File: src/hdl/dsf_pkg.sv
// Constants, register map and carrier types of the drive status flag block.
// Assumes one 250 MHz system clock; all times derive from its period.
package dsf_pkg;
  // ****************************************
  // Timing
  // ****************************************
  localparam int unsigned CLK_PERIOD_NS = 4;
  localparam int unsigned TICK_NS = 10_000_000;
  localparam int unsigned TICK_CYC = TICK_NS / CLK_PERIOD_NS;
  localparam int unsigned MIN_ON_NS = 100_000_000;
  localparam logic [3:0] MIN_ON_TICKS = 4'(MIN_ON_NS / TICK_NS);
  // ****************************************
  // Register map
  // ****************************************
  localparam int ADDR_W = 8;
  localparam logic [7:0] OFS_ARR_HYS = 8'h00;
  localparam logic [7:0] OFS_DET_LVL = 8'h04;
  localparam logic [7:0] OFS_DET_HYS = 8'h08;
  localparam logic [7:0] OFS_CUR_LVL_A = 8'h0c;
  localparam logic [7:0] OFS_CUR_TMR_A = 8'h10;
  localparam logic [7:0] OFS_CUR_LVL_B = 8'h14;
  localparam logic [7:0] OFS_CUR_TMR_B = 8'h18;
  localparam logic [7:0] OFS_MODES = 8'h1c;
  localparam logic [7:0] OFS_THERM_TRIP = 8'h20;
  localparam logic [7:0] OFS_TERM_SEL = 8'h24;
  localparam logic [7:0] OFS_STATUS = 8'h28;
  localparam int RESTART_LSB = 0;
  localparam int THERM_LSB = 4;
  localparam int SEL_Y_LSB = 0;
  localparam int SEL_R_LSB = 16;
  localparam logic [15:0] RST_ARR_HYS = 16'h00fa;
  localparam logic [15:0] RST_DET_LVL = 16'h1770;
  localparam logic [15:0] RST_DET_HYS = 16'h0064;
  localparam logic [7:0] RST_CUR_LVL = 8'h64;
  localparam logic [15:0] RST_CUR_TMR = 16'h03e8;
  localparam logic [2:0] RST_RESTART = 3'h0;
  localparam logic [1:0] RST_THERM = 2'h0;
  localparam logic [15:0] RST_THERM_TRIP = 16'h0fa0;
  localparam logic [10:0] RST_SEL_Y = 11'h000;
  localparam logic [10:0] RST_SEL_R = 11'h063;
  // ****************************************
  // Ranges and codes
  // ****************************************
  localparam logic [7:0] LVL_MAX = 8'hc8;
  localparam logic [15:0] TMR_MIN = 16'h0001;
  localparam logic [15:0] TMR_MAX = 16'hea60;
  localparam logic [15:0] PCT_SCALE = 16'h0064;
  localparam logic [15:0] FIVE_PCT = 16'h01f4;
  localparam logic [10:0] INV_OFFSET = 11'h3e8;
  localparam logic [2:0] RESTART_DIP_A = 3'h4;
  localparam logic [2:0] RESTART_DIP_B = 3'h5;
  localparam logic [1:0] THERM_PTC = 2'h2;
  // ****************************************
  // Carriers
  // ****************************************
  typedef struct packed {
    logic [15:0] outFreq;
    logic [15:0] refFreq;
    logic [15:0] startFreq;
    logic [15:0] stopFreq;
    logic [15:0] dcVolt;
    logic [15:0] uvLevel;
    logic [15:0] outCurrent;
    logic [15:0] motorTemp;
  } dsf_meas_t;
  typedef struct packed {
    logic uvTrip;
    logic swCurLimit;
    logic hwCurLimit;
    logic regenDecel;
    logic ovlPrevActive;
    logic rideThrough;
    logic dcCapExpired;
    logic pcbCapExpired;
    logic fanExpired;
    logic dcBraking;
    logic slowFlowStop;
    logic brakeReq;
    logic c1IsFeedback;
    logic c1WireBroken;
    logic alarmActive;
  } dsf_evt_t;
  typedef struct packed {
    logic alarmAny;
    logic arrivalAndDetect;
    logic feedbackWireBreak;
    logic brakeCommand;
    logic thermistorOverheat;
    logic secondMotorSelected;
    logic slowFlowStopped;
    logic closedLoopActive;
    logic lowCurrentFlag;
    logic currentDetectedB;
    logic currentDetectedA;
    logic overloadPreventionFlag;
    logic outputActiveInclBraking;
    logic wearoutAlarm;
    logic overloadWarning;
    logic powerDipRestart;
    logic outputLimitingFlag;
    logic undervoltageFlag;
    logic freqDetectFlag;
    logic freqArrival;
    logic outputActiveFlag;
  } dsf_flags_t;
endpackage : dsf_pkg

File: src/hdl/dsf_status_flags.sv
// Status flag generator of a motor drive, with two programmable terminals.
// Assumes measurements and events come from logic on sys_clk; the three
// terminal commands come from pins and are synchronised here.
`timescale 1ns/100ps
// Operation
// Arrival flag when output is within hysteresis of reference frequency.
// Detect flag sets above level, clears only below level minus hysteresis.
// Undervoltage flag below level, released above it, held during trip.
// While undervoltage flag is on, run commands are ignored.
// Limiting flag on current limit or regen decel; 100 ms minimum.
// Power dip flag only for restart mode 4 or 5, until arrival.
// Overload warning when current exceeds current level A.
// Wearout flag when any capacitor or fan life has expired.
// Running-2 flag equals running flag but stays on during DC braking.
// Overload prevention flag while active; 100 ms minimum.
// Current detect A/B when current above level longer than timer; 100 ms.
// Current detect A/B released below 90% of own level.
// Low current after below level A for timer A; off above B plus 5%.
// Closed loop flag when loop cancel is off and run is on.
// Slow flow flag while stopped by slow-flowrate stop.
// Second motor flag while motor select command picks motor 2.
// Thermistor flag in mode 2 when temperature reaches trip level.
// Brake flag carries the mechanical brake command.
// Wire break flag when feedback input is the current terminal and broken.
// Arrival-and-detect flag is the AND of arrival and detect flags.
// Alarm flag whenever a protective function puts the drive in alarm.
// Levels 0 or 1 to 200 percent; timers 0.01 to 600 s accepted.
// Terminal code selects a flag; code plus 1000 inverts it.
// Running flag above start, cleared below stop and during DC braking.
// Each minimum ON width is a hold counter started by assertion.
module dsf_status_flags import dsf_pkg::*; #(
  parameter int unsigned TICK_CYCLES = TICK_CYC,
  parameter int HOLD_N = 5
) (
  // Clock, reset, enable
  input wire logic sys_clk,
  input wire logic rstn,
  input wire logic ce,
  // Register port
  input wire logic [ADDR_W-1:0] regAddr,
  input wire logic [31:0] regWrData,
  input wire logic regWrStb,
  input wire logic regRdStb,
  output logic [31:0] regRdData,
  // Drive state
  input wire dsf_meas_t meas,
  input wire dsf_evt_t evt,
  // Terminal command pins
  input wire logic runCmdPin,
  input wire logic loopCancelPin,
  input wire logic motorSelectPin,
  // Results
  output logic motorStartEn,
  output dsf_flags_t flags,
  output logic termY,
  output logic termRelay
);
  // ****************************************
  // Helpers
  // ****************************************
  function automatic logic [15:0] absDiff(logic [15:0] a, logic [15:0] b);
    return (a > b) ? a - b : b - a;
  endfunction : absDiff

  function automatic logic [15:0] pctToCur(logic [7:0] p);
    return 16'({8'h00, p} * PCT_SCALE);
  endfunction : pctToCur

  // Saturating tick counter while a condition holds, cleared otherwise
  function automatic logic [15:0] tmrStep(logic [15:0] c, logic cond,
                                          logic tick);
    if (!cond) return 16'h0000;
    if (tick && c != 16'hffff) return c + 16'h0001;
    return c;
  endfunction : tmrStep

  function automatic logic pickFlag(dsf_flags_t f, logic [10:0] code);
    case (code)
      11'd0: return f.outputActiveFlag;
      11'd1: return f.freqArrival;
      11'd2: return f.freqDetectFlag;
      11'd3: return f.undervoltageFlag;
      11'd5: return f.outputLimitingFlag;
      11'd6: return f.powerDipRestart;
      11'd7: return f.overloadWarning;
      11'd30: return f.wearoutAlarm;
      11'd35: return f.outputActiveInclBraking;
      11'd36: return f.overloadPreventionFlag;
      11'd37: return f.currentDetectedA;
      11'd38: return f.currentDetectedB;
      11'd41: return f.lowCurrentFlag;
      11'd43: return f.closedLoopActive;
      11'd44: return f.slowFlowStopped;
      11'd49: return f.secondMotorSelected;
      11'd56: return f.thermistorOverheat;
      11'd57: return f.brakeCommand;
      11'd59: return f.feedbackWireBreak;
      11'd87: return f.arrivalAndDetect;
      11'd99: return f.alarmAny;
      default: return 1'b0;
    endcase
  endfunction : pickFlag

  function automatic logic termOut(dsf_flags_t f, logic [10:0] sel);
    if (sel >= INV_OFFSET) return ~pickFlag(f, sel - INV_OFFSET);
    return pickFlag(f, sel);
  endfunction : termOut

  // ****************************************
  // Registers
  // ****************************************
  logic [15:0] arrHys_reg, detLvl_reg, detHys_reg, thermTrip_reg;
  logic [7:0] lvlA_reg, lvlB_reg;
  logic [15:0] tmrA_reg, tmrB_reg;
  logic [2:0] restartMode_reg;
  logic [1:0] thermMode_reg;
  logic [10:0] selY_reg, selR_reg;
  logic [31:0] rdData_reg;

  wire wrEn = ce && regWrStb;
  wire [7:0] wrLvl = regWrData[7:0];
  wire [15:0] wrTmr = regWrData[15:0];
  wire lvlOk = wrLvl <= LVL_MAX;
  wire tmrOk = wrTmr >= TMR_MIN && wrTmr <= TMR_MAX;
  wire [10:0] wrSelY = regWrData[SEL_Y_LSB +: 11];
  wire [10:0] wrSelR = regWrData[SEL_R_LSB +: 11];
  wire selOk = wrSelY < 11'd1100 && wrSelR < 11'd1100;

  always_ff @(posedge sys_clk or negedge rstn) begin
    if (!rstn) begin
      arrHys_reg <= RST_ARR_HYS;
      detLvl_reg <= RST_DET_LVL;
      detHys_reg <= RST_DET_HYS;
      lvlA_reg <= RST_CUR_LVL;
      lvlB_reg <= RST_CUR_LVL;
      tmrA_reg <= RST_CUR_TMR;
      tmrB_reg <= RST_CUR_TMR;
      restartMode_reg <= RST_RESTART;
      thermMode_reg <= RST_THERM;
      thermTrip_reg <= RST_THERM_TRIP;
      selY_reg <= RST_SEL_Y;
      selR_reg <= RST_SEL_R;
    end else if (wrEn) begin
      case (regAddr)
        OFS_ARR_HYS: arrHys_reg <= wrTmr;
        OFS_DET_LVL: detLvl_reg <= wrTmr;
        OFS_DET_HYS: detHys_reg <= wrTmr;
        OFS_CUR_LVL_A: if (lvlOk) lvlA_reg <= wrLvl;
        OFS_CUR_TMR_A: if (tmrOk) tmrA_reg <= wrTmr;
        OFS_CUR_LVL_B: if (lvlOk) lvlB_reg <= wrLvl;
        OFS_CUR_TMR_B: if (tmrOk) tmrB_reg <= wrTmr;
        OFS_MODES: begin
          restartMode_reg <= regWrData[RESTART_LSB +: 3];
          thermMode_reg <= regWrData[THERM_LSB +: 2];
        end
        OFS_THERM_TRIP: thermTrip_reg <= wrTmr;
        OFS_TERM_SEL: if (selOk) begin
          selY_reg <= wrSelY;
          selR_reg <= wrSelR;
        end
        default: ;
      endcase
    end
  end

  // Unmapped offsets read as zero
  logic [31:0] rdMux;
  always_comb begin
    case (regAddr)
      OFS_ARR_HYS: rdMux = {16'h0000, arrHys_reg};
      OFS_DET_LVL: rdMux = {16'h0000, detLvl_reg};
      OFS_DET_HYS: rdMux = {16'h0000, detHys_reg};
      OFS_CUR_LVL_A: rdMux = {24'h000000, lvlA_reg};
      OFS_CUR_TMR_A: rdMux = {16'h0000, tmrA_reg};
      OFS_CUR_LVL_B: rdMux = {24'h000000, lvlB_reg};
      OFS_CUR_TMR_B: rdMux = {16'h0000, tmrB_reg};
      OFS_MODES: rdMux = {26'h0, thermMode_reg, 1'b0, restartMode_reg};
      OFS_THERM_TRIP: rdMux = {16'h0000, thermTrip_reg};
      OFS_TERM_SEL: rdMux = {5'h00, selR_reg, 5'h00, selY_reg};
      OFS_STATUS: rdMux = {11'h000, flags};
      default: rdMux = 32'h00000000;
    endcase
  end

  // Read data stands only in the cycle after the strobe
  always_ff @(posedge sys_clk or negedge rstn) begin
    if (!rstn) rdData_reg <= 32'h00000000;
    else if (ce) rdData_reg <= regRdStb ? rdMux : 32'h00000000;
  end
  assign regRdData = rdData_reg;

  // ****************************************
  // Pin synchronisers and timebase
  // ****************************************
  logic [2:0] pinS1_reg, pinS2_reg, pinS3_reg, pinLvl_reg;
  logic [31:0] tickCnt_reg;
  wire [2:0] pinRaw = {motorSelectPin, loopCancelPin, runCmdPin};
  // A pin level is taken only once the second and third stages agree
  wire [2:0] pinAgree = ~(pinS2_reg ^ pinS3_reg);
  wire tick = tickCnt_reg == 32'(TICK_CYCLES - 1);

  always_ff @(posedge sys_clk or negedge rstn) begin
    if (!rstn) begin
      pinS1_reg <= 3'h0;
      pinS2_reg <= 3'h0;
      pinS3_reg <= 3'h0;
      pinLvl_reg <= 3'h0;
      tickCnt_reg <= 32'h00000000;
    end else if (ce) begin
      pinS1_reg <= pinRaw;
      pinS2_reg <= pinS1_reg;
      pinS3_reg <= pinS2_reg;
      pinLvl_reg <= (pinS2_reg & pinAgree) | (pinLvl_reg & ~pinAgree);
      tickCnt_reg <= tick ? 32'h00000000 : tickCnt_reg + 32'h00000001;
    end
  end
  wire runLvl = pinLvl_reg[0];
  wire loopCancelLvl = pinLvl_reg[1];
  wire motor2Lvl = pinLvl_reg[2];

  // ****************************************
  // Frequency and voltage conditions
  // ****************************************
  logic det_reg, uv_reg, run_reg, dip_reg;
  wire arrivalNow = absDiff(meas.outFreq, meas.refFreq) <= arrHys_reg;
  wire [15:0] detLow = (detLvl_reg > detHys_reg) ?
                       detLvl_reg - detHys_reg : 16'h0000;
  wire detNext = (meas.outFreq > detLvl_reg) ? 1'b1 :
                 (meas.outFreq < detLow) ? 1'b0 : det_reg;
  wire uvNext = (meas.dcVolt < meas.uvLevel) ? 1'b1 :
                (meas.dcVolt > meas.uvLevel) ? 1'b0 : uv_reg;
  wire uvFlag = uv_reg | evt.uvTrip;
  wire runNext = evt.dcBraking ? 1'b0 :
                 (meas.outFreq > meas.startFreq) ? 1'b1 :
                 (meas.outFreq < meas.stopFreq) ? 1'b0 : run_reg;
  wire dipModeOk = restartMode_reg == RESTART_DIP_A ||
                   restartMode_reg == RESTART_DIP_B;
  // Latched from the shutdown until the output arrives again
  wire dipNext = !dipModeOk ? 1'b0 :
                 uvFlag ? 1'b1 :
                 arrivalNow ? 1'b0 : dip_reg;

  // ****************************************
  // Current detection
  // ****************************************
  logic [15:0] cntA_reg, cntB_reg, cntL_reg;
  logic detA_reg, detB_reg, lowCur_reg;
  wire [15:0] curA = pctToCur(lvlA_reg);
  wire [15:0] curB = pctToCur(lvlB_reg);
  wire [19:0] cur10 = 20'({4'h0, meas.outCurrent} * 20'd10);
  wire aboveA = lvlA_reg != 8'h00 && meas.outCurrent > curA;
  wire aboveB = lvlB_reg != 8'h00 && meas.outCurrent > curB;
  wire below90A = cur10 < 20'({4'h0, curA} * 20'd9);
  wire below90B = cur10 < 20'({4'h0, curB} * 20'd9);
  wire belowA = lvlA_reg != 8'h00 && meas.outCurrent < curA;
  wire [16:0] lowCurOff = {1'b0, curB} + {1'b0, FIVE_PCT};
  wire lowCurRelease = {1'b0, meas.outCurrent} >= lowCurOff;
  wire [15:0] cntANext = tmrStep(cntA_reg, aboveA, tick);
  wire [15:0] cntBNext = tmrStep(cntB_reg, aboveB, tick);
  wire [15:0] cntLNext = tmrStep(cntL_reg, belowA, tick);
  wire detANext = (cntA_reg > tmrA_reg) ? 1'b1 :
                  below90A ? 1'b0 : detA_reg;
  wire detBNext = (cntB_reg > tmrB_reg) ? 1'b1 :
                  below90B ? 1'b0 : detB_reg;
  wire lowCurNext = lowCurRelease ? 1'b0 :
                    (cntL_reg >= tmrA_reg) ? 1'b1 : lowCur_reg;

  always_ff @(posedge sys_clk or negedge rstn) begin
    if (!rstn) begin
      {det_reg, uv_reg, run_reg, dip_reg} <= 4'h0;
      {detA_reg, detB_reg, lowCur_reg} <= 3'h0;
      cntA_reg <= 16'h0000;
      cntB_reg <= 16'h0000;
      cntL_reg <= 16'h0000;
    end else if (ce) begin
      {det_reg, uv_reg, run_reg, dip_reg} <=
        {detNext, uvNext, runNext, dipNext};
      {detA_reg, detB_reg, lowCur_reg} <= {detANext, detBNext, lowCurNext};
      cntA_reg <= cntANext;
      cntB_reg <= cntBNext;
      cntL_reg <= cntLNext;
    end
  end

  // ****************************************
  // Minimum ON width
  // ****************************************
  // A short condition is stretched, a long one passes as it is
  logic [HOLD_N-1:0] holdSrc, holdPrev_reg, holdOut;
  logic [3:0] holdCnt_reg [HOLD_N];
  wire limSrc = evt.swCurLimit | evt.hwCurLimit | evt.regenDecel;
  assign holdSrc = {lowCur_reg, detB_reg, detA_reg,
                    evt.ovlPrevActive, limSrc};

  always_ff @(posedge sys_clk or negedge rstn) begin
    if (!rstn) begin
      holdPrev_reg <= '0;
      for (int i = 0; i < HOLD_N; i++) holdCnt_reg[i] <= 4'h0;
    end else if (ce) begin
      holdPrev_reg <= holdSrc;
      for (int i = 0; i < HOLD_N; i++) begin
        if (holdSrc[i] && !holdPrev_reg[i])
          holdCnt_reg[i] <= MIN_ON_TICKS;
        else if (tick && holdCnt_reg[i] != 4'h0)
          holdCnt_reg[i] <= holdCnt_reg[i] - 4'h1;
      end
    end
  end
  always_comb begin
    for (int i = 0; i < HOLD_N; i++)
      holdOut[i] = holdSrc[i] | (holdCnt_reg[i] != 4'h0);
  end

  // ****************************************
  // Flag assembly and terminals
  // ****************************************
  dsf_flags_t flagsNext, flags_reg;
  logic startEn_reg, termY_reg, termR_reg;
  always_comb begin
    flagsNext.outputActiveFlag = run_reg;
    flagsNext.freqArrival = arrivalNow;
    flagsNext.freqDetectFlag = det_reg;
    flagsNext.undervoltageFlag = uvFlag;
    flagsNext.outputLimitingFlag = holdOut[0];
    flagsNext.powerDipRestart = dipModeOk &
                                (evt.rideThrough | dip_reg);
    flagsNext.overloadWarning = aboveA;
    flagsNext.wearoutAlarm = evt.dcCapExpired | evt.pcbCapExpired |
                             evt.fanExpired;
    flagsNext.outputActiveInclBraking = run_reg | evt.dcBraking;
    flagsNext.overloadPreventionFlag = holdOut[1];
    flagsNext.currentDetectedA = holdOut[2];
    flagsNext.currentDetectedB = holdOut[3];
    flagsNext.lowCurrentFlag = holdOut[4];
    flagsNext.closedLoopActive = !loopCancelLvl && runLvl;
    flagsNext.slowFlowStopped = evt.slowFlowStop;
    flagsNext.secondMotorSelected = motor2Lvl;
    flagsNext.thermistorOverheat = thermMode_reg == THERM_PTC &&
                                   meas.motorTemp >= thermTrip_reg;
    flagsNext.brakeCommand = evt.brakeReq;
    flagsNext.feedbackWireBreak = evt.c1IsFeedback &
                                  evt.c1WireBroken;
    flagsNext.arrivalAndDetect = arrivalNow & det_reg;
    flagsNext.alarmAny = evt.alarmActive;
  end

  always_ff @(posedge sys_clk or negedge rstn) begin
    if (!rstn) begin
      flags_reg <= '0;
      {startEn_reg, termY_reg, termR_reg} <= 3'h0;
    end else if (ce) begin
      flags_reg <= flagsNext;
      startEn_reg <= runLvl & ~flagsNext.undervoltageFlag;
      termY_reg <= termOut(flagsNext, selY_reg);
      termR_reg <= termOut(flagsNext, selR_reg);
    end
  end
  assign flags = flags_reg;
  assign motorStartEn = startEn_reg;
  assign termY = termY_reg;
  assign termRelay = termR_reg;
endmodule : dsf_status_flags

File: config.mk
export PLATFORM = sky130hd
export DESIGN_NAME = dsf_status_flags
export DESIGN_NICKNAME = d
export VERILOG_FILES = /design/src/hdl/dsf_pkg.sv /design/src/hdl/dsf_status_flags.sv
export SDC_FILE = /design/constraint.sdc
export NUM_CORES = 1
export LEC_CHECK = 0
export BUFFER_PORTS_ARGS = -buffer_cell sky130_fd_sc_hd__buf_4
export CAP_MARGIN = 40
export CORE_AREA = 10 10 263 265
export CTS_BUF_LIST = sky130_fd_sc_hd__clkbuf_4
export CTS_CLUSTER_SIZE = 10
export DETAILED_ROUTE_END_ITERATION = 10
export DIE_AREA = 0 0 273 275
export SLEW_MARGIN = 0
export SYNTH_ARGS = -nofsm -noshare
export SYNTH_HDL_FRONTEND = slang
export SYNTH_SLANG_ARGS = --single-unit
File: constraint.sdc
create_clock -name sys_clk -period 9.21 [get_ports sys_clk]
set_clock_uncertainty 0.05 [all_clocks]
set_input_delay 0.921 -clock sys_clk [delete_from_list [all_inputs] [get_ports sys_clk]]
set_output_delay 0.921 -clock sys_clk [all_outputs]
set_load 0.005 [all_outputs]
Word level (Yosys, flattened, before mapping)
Index checks and enable logic that the tools add are counted.

cells by class
  $add $sub $neg = 15
  $mul = 5
  $lt $le $gt $ge = 26
  equality and inequality tests = 101
  muxes and demuxes = 65
  bitwise operators = 25
  reductions and logical operators = 76

operators by type and width
  cell                     count
  $eq A11 B6 Y1 const B    44
  $pmux W27 S11            1
  $mux W16                 14
  $eq A11 B3 Y1 const B    12
  $gt A16 B16 Y1           7
  $eq A11 B2 Y1 const B    8
  $eq A11 B7 Y1 const B    8
  $pmux W1 S21             4
  $mux W32                 2
  $add A16 B1 Y16 const B  3
  $ge A16 B16 Y1           3
  $lt A16 B16 Y1           3
  $ne A16 B16 Y1 const B   3
  $sub A16 B16 Y16         3
  $eq A11 B1 Y1 const B    4
  $eq A11 B5 Y1 const B    4
  $logic_not A11 Y1        4
  $lt A20 B19 Y1           2
  $mux W4                  10
  $reduce_and A2 Y1        20
  $mul A13 B4 Y17 const B  2
  $mux W1                  34
  $add A32 B1 Y32 const B  1
  $eq A32 B22 Y1 const B   1
  37 further kinds         116

word-level totals
  register bits = 319
  input port bits = 191
  output and inout bits = 56
  word-level logic and storage cells = 371

Depth between registers and ports, before layout
  depth after elaboration = 10
  mapped depth = 27
  depth with buffers taken out = 27

Worst setup path after synthesis
No wires, ideal clock.

  kind = register -> register
  from = reg lvlA_reg[2]
  to = reg detA_reg
  setup time = 0.124 ns
  data arrival time = 5.653 ns
  required time = 9.036 ns
  path slack = 3.383 ns
  cell stages (with the launch flop) = 25
  buffers on the path = 0
  clock period less this slack = 5.827 ns
  cells stage by stage = dfstp_2 inv_1 ha_1 ha_1 fa_1 ha_1 a21o_1 a21oi_1 xor2_1 inv_1 ha_1 ha_1 inv_1 a21oi_1 o21ai_0 a21boi_0 o21ai_0 a21boi_0 a221o_1 xnor2_1 ha_1 a2111oi_0 o211ai_1 o221a_2 a211o_1

between the ends
  longest elaborated chain between the ends = 5

RTL lines
  what                                 line                     RTL
  from (decl)                          dsf_status_flags.sv:113  logic [7:0] lvlA_reg, lvlB_reg;
  from (signal assigned)               dsf_status_flags.sv:148  OFS_CUR_LVL_A: if (lvlOk) lvlA_reg <= wrLvl;
  $mul A8 B5 Y13                       dsf_status_flags.sv:66   return 16'({8'h00, p} * PCT_SCALE);
  $mul A13 B4 Y17                      dsf_status_flags.sv:253  wire below90A = cur10 < 20'({4'h0, curA} * 20'd9);
  $lt A20 B19 Y1                       dsf_status_flags.sv:253
  $reduce_bool A2 Y1 (no source line)  -
  $reduce_and A2 Y1 (no source line)   -
  to (signal assigned)                 dsf_status_flags.sv:278  {detA_reg, detB_reg, lowCur_reg} <= {detANext, detBNext, lowCurNext};
  to (decl)                            dsf_status_flags.sv:247  logic detA_reg, detB_reg, lowCur_reg;

Every way passes these cells.
A chain may end at the register's enable or synchronous reset.

Worst setup path after layout
Ends and elaborated chain as after synthesis.

==> reports/metrics.yaml <==
cts-htree-levels: 3
synth_edf_count: 0
netlist_instances: 3096
start_util_pct: 42.5
maxCapViolCount: 0
ir_drop_uv: 165
setup-violations-final: 0
cp.arrival_ps: 7270
synth_seq_cells: 314
tightest_slew_ps: 875
worstPathRequired_ps: 9870
clk_path_buf_depth: 3
grt_pass1_wl_um: 142000
coreArea_um2: 63900
path_clk_slew_ps: 70
p_total_w: 0.00578
io_pins: 247
final_core_util_pct: 48.6
p_int_w: 0.00341
wire_per_inst_um: 21.7
synth_seq_area_share_pct: 29.1
slew_headroom_pct: 41.5
ys.flop_type: "dfrtp_1"
cts_resized: 0
clkPwrFrac_pct: 22.9
grt_max_degree: 150
dr.pass1.iters: 6
clock_sinks: 314
fmax_mhz: 151
netlist_area_um2: 27200
regToRegEndpoint: "detA_reg"
die_h_um: 275
area_delta_synth_final_pct: 14.2
cp-startpoint: "lvlA_reg[2]"
crit_path_max_incr_delay_ps: 620
placementRows: 93
drive_above_1_share_pct: 17.0
cts_setup_buffers: 0
avgSynthCellArea_um2: 8.77
drc_errors: 0
path_max_fanout: 5
cts_tree: "yes"
grt_setup_unrepaired: "no"
synthArstFlopShare_pct: 100
p_seq_share_pct: 26.9
p_leak_nw: 14.8
dpl_worst_slack_ps: 2640
die-area_um2: 75100
status: "finished, final reports clean"
reg2reg_depth: 23
wl_um: 92600
die_width_um: 273
antenna_found_initial: 11
finalCritPeriodShare_pct: 71.8
grt.total_usage_pct: 23.9
critical_path.most_common_cell: "ha_1"
initialDrtViolationCount: 1698
clock_latency_ps: 880
portBuffers: 236
p_sw_w: 0.00237
worst-setup-path-type: "reg -> reg"
dp_cells: 4115
start_kind: "register"
layout.nets: 3962
overflow: 0
comb_power_share_pct: 50.1
hpwl_um: 73700
powerDensity_nw_per_um2: 186
hold_buffers: 0
largest_reg_flops: 32
drv_slew: 0
finalCriticalPeriod_ps: 6610
crit_chain: "inv_1, ha_1, ha_1, fa_1, ha_1, xnor2_1, inv_1, ha_1, ha_1, nor2b_1, o21ai_0, a21oi_1, o21ai_0, a21boi_0, o21ai_0, a21boi_0, a221o_1, xnor2_1, ha_1, a2111oi_0, o211ai_1, o221a_2, a211o_1"
grt_pass1_vias: 24800
report.final.hold_viol_count: 0
r2r_setup_slack_ps: 2600
crit_family: "compound AO/OA/AOI/OAI gates"
cts-root-buf: "clkbuf_4"
worst-path-buf-inv: 2
fin_tns_setup_ps: 0
end_kind: "register"
min_path_type: "in -> async"
vias_per_cell: 5.80
vias: 24800
fin_ws_ps: 2600
cts_buffers: 86
cp_slowest_cell: "dfstp_2"
ant_nets: 0
instances_no_fill: 4275
regToRegStartpoint: "lvlA_reg[2]"
synthDistinctLibCells: 89
switching_share_pct: 41.1
fillers: 6133
yosysWarnings: 0
place_congestion: 0.953
[worst max-delay path by stage]
stage                          end  slack [ps]  cells after the start
final                     detA_reg        2600                     23
after global routing      detA_reg        2080                     24
after CTS                 detA_reg        2590                     24
after detailed placement  detA_reg        2640                     24
after global placement    detA_reg        2700                     23
after floorplan           detA_reg        3380                     24
[area by class of cell]
cell class	instances	area (um^2)	area share, %
inverters	308	1160	3.73
clock buffers	127	953	3.07
flip-flops and latches	314	7910	25.5
well taps	855	1070	3.45
repair buffers	268	2080	6.70
multi-input cells	2370	17700	56.9
clock inverters	31	186	0.601
diodes	2	5.00	0.0161
[cell usage after synthesis (11+ instances only)]
| library cell | number | share of area (%) |
|---|---|---|
| nand3b_1 | 16 | 0.44 |
| xnor2_1 | 68 | 2.2 |
| and3_1 | 39 | 0.90 |
| nand2b_1 | 42 | 0.97 |
| or4_1 | 14 | 0.39 |
| or2_2 | 12 | 0.28 |
| nor3_1 | 55 | 1.0 |
| a22o_1 | 21 | 0.68 |
| o211ai_1 | 28 | 0.77 |
| o21a_1 | 41 | 1.1 |
| o31ai_1 | 29 | 0.80 |
| nand2_1 | 244 | 3.4 |
| a221oi_1 | 19 | 0.61 |
| o21ai_0 | 205 | 3.8 |
| a21oi_1 | 174 | 3.2 |
| a21o_1 | 77 | 2.1 |
| nand3_1 | 85 | 1.6 |
| ha_1 | 411 | 19 |
| a222oi_1 | 11 | 0.41 |
| dfstp_2 | 44 | 4.3 |
| nand4_1 | 50 | 1.2 |
| clkbuf_1 | 90 | 1.2 |
| nor2_1 | 169 | 2.3 |
| dfrtp_1 | 270 | 25 |
| xor2_1 | 55 | 1.8 |
| or3_1 | 13 | 0.30 |
| nor2b_1 | 47 | 1.1 |
| mux2_2 | 105 | 4.4 |
| a31oi_1 | 51 | 1.2 |
| a211oi_1 | 25 | 0.69 |
| and4_1 | 12 | 0.39 |
| fa_1 | 12 | 0.88 |
| inv_1 | 307 | 4.2 |
| a22oi_1 | 33 | 0.91 |
| nor4_1 | 30 | 0.69 |
[power by group through the flow]
stage	combinational (W)	sequential (W)	clock (W)
after detailed placement	0.00288	0.00158	0
after global routing	0.00330	0.00156	0.00143
after CTS	0.00290	0.00156	0.00136
after floorplan	0.00215	0.00153	0
after global placement	0.00278	0.00158	0
final	0.00290	0.00156	0.00132
[cells by family after synthesis]
kind of cell	count (synthesis)	share of synthesized area (%)
other	1	0.0138
adders and majority gates	424	19.9
and+or+nand+nor	869	16.1
DFF	314	29.1
muxes	115	4.72
buffers and inverters	416	5.94
xor gates and xnor gates	123	3.97
AOI/OAI and AO/OA	834	20.3
[placed cells by master (no fill, tap or decap), drive strengths merged, types with 105 or more instances in the layout]
master and instances:
ha 411, inv 311, dfrtp 270, buf 267
nand2 244, o21ai 208, a21oi 174, nor2 169
clkbuf 127, mux2 105
[stage by stage]
| step | area [um^2] | hold WS [ps] |
|---|---|---|
| CTS | 31000 | 9.35 |
| floorplan | 27200 | 414 |
| detailed placement | 29900 | 424 |
| global route | 31000 | 81.6 |
| finish | 31000 | 45.6 |
| global placement | 29800 | 421 |
[layer usage]
| metal | share of wire, % | vias up | wire length, um | GRT usage [%] |
|---|---|---|---|---|
| li1 | - | 11800 | - | - |
| met1 | 42 | 11900 | 39000 | 29.4 |
| met2 | 48 | 784 | 44400 | 40.6 |
| met3 | 5.8 | 190 | 5390 | 3.83 |
| met4 | 4.0 | 14 | 3750 | 10.9 |
| met5 | 0.081 | - | 75 | 0 |
(Power assumes the default switching activity.)
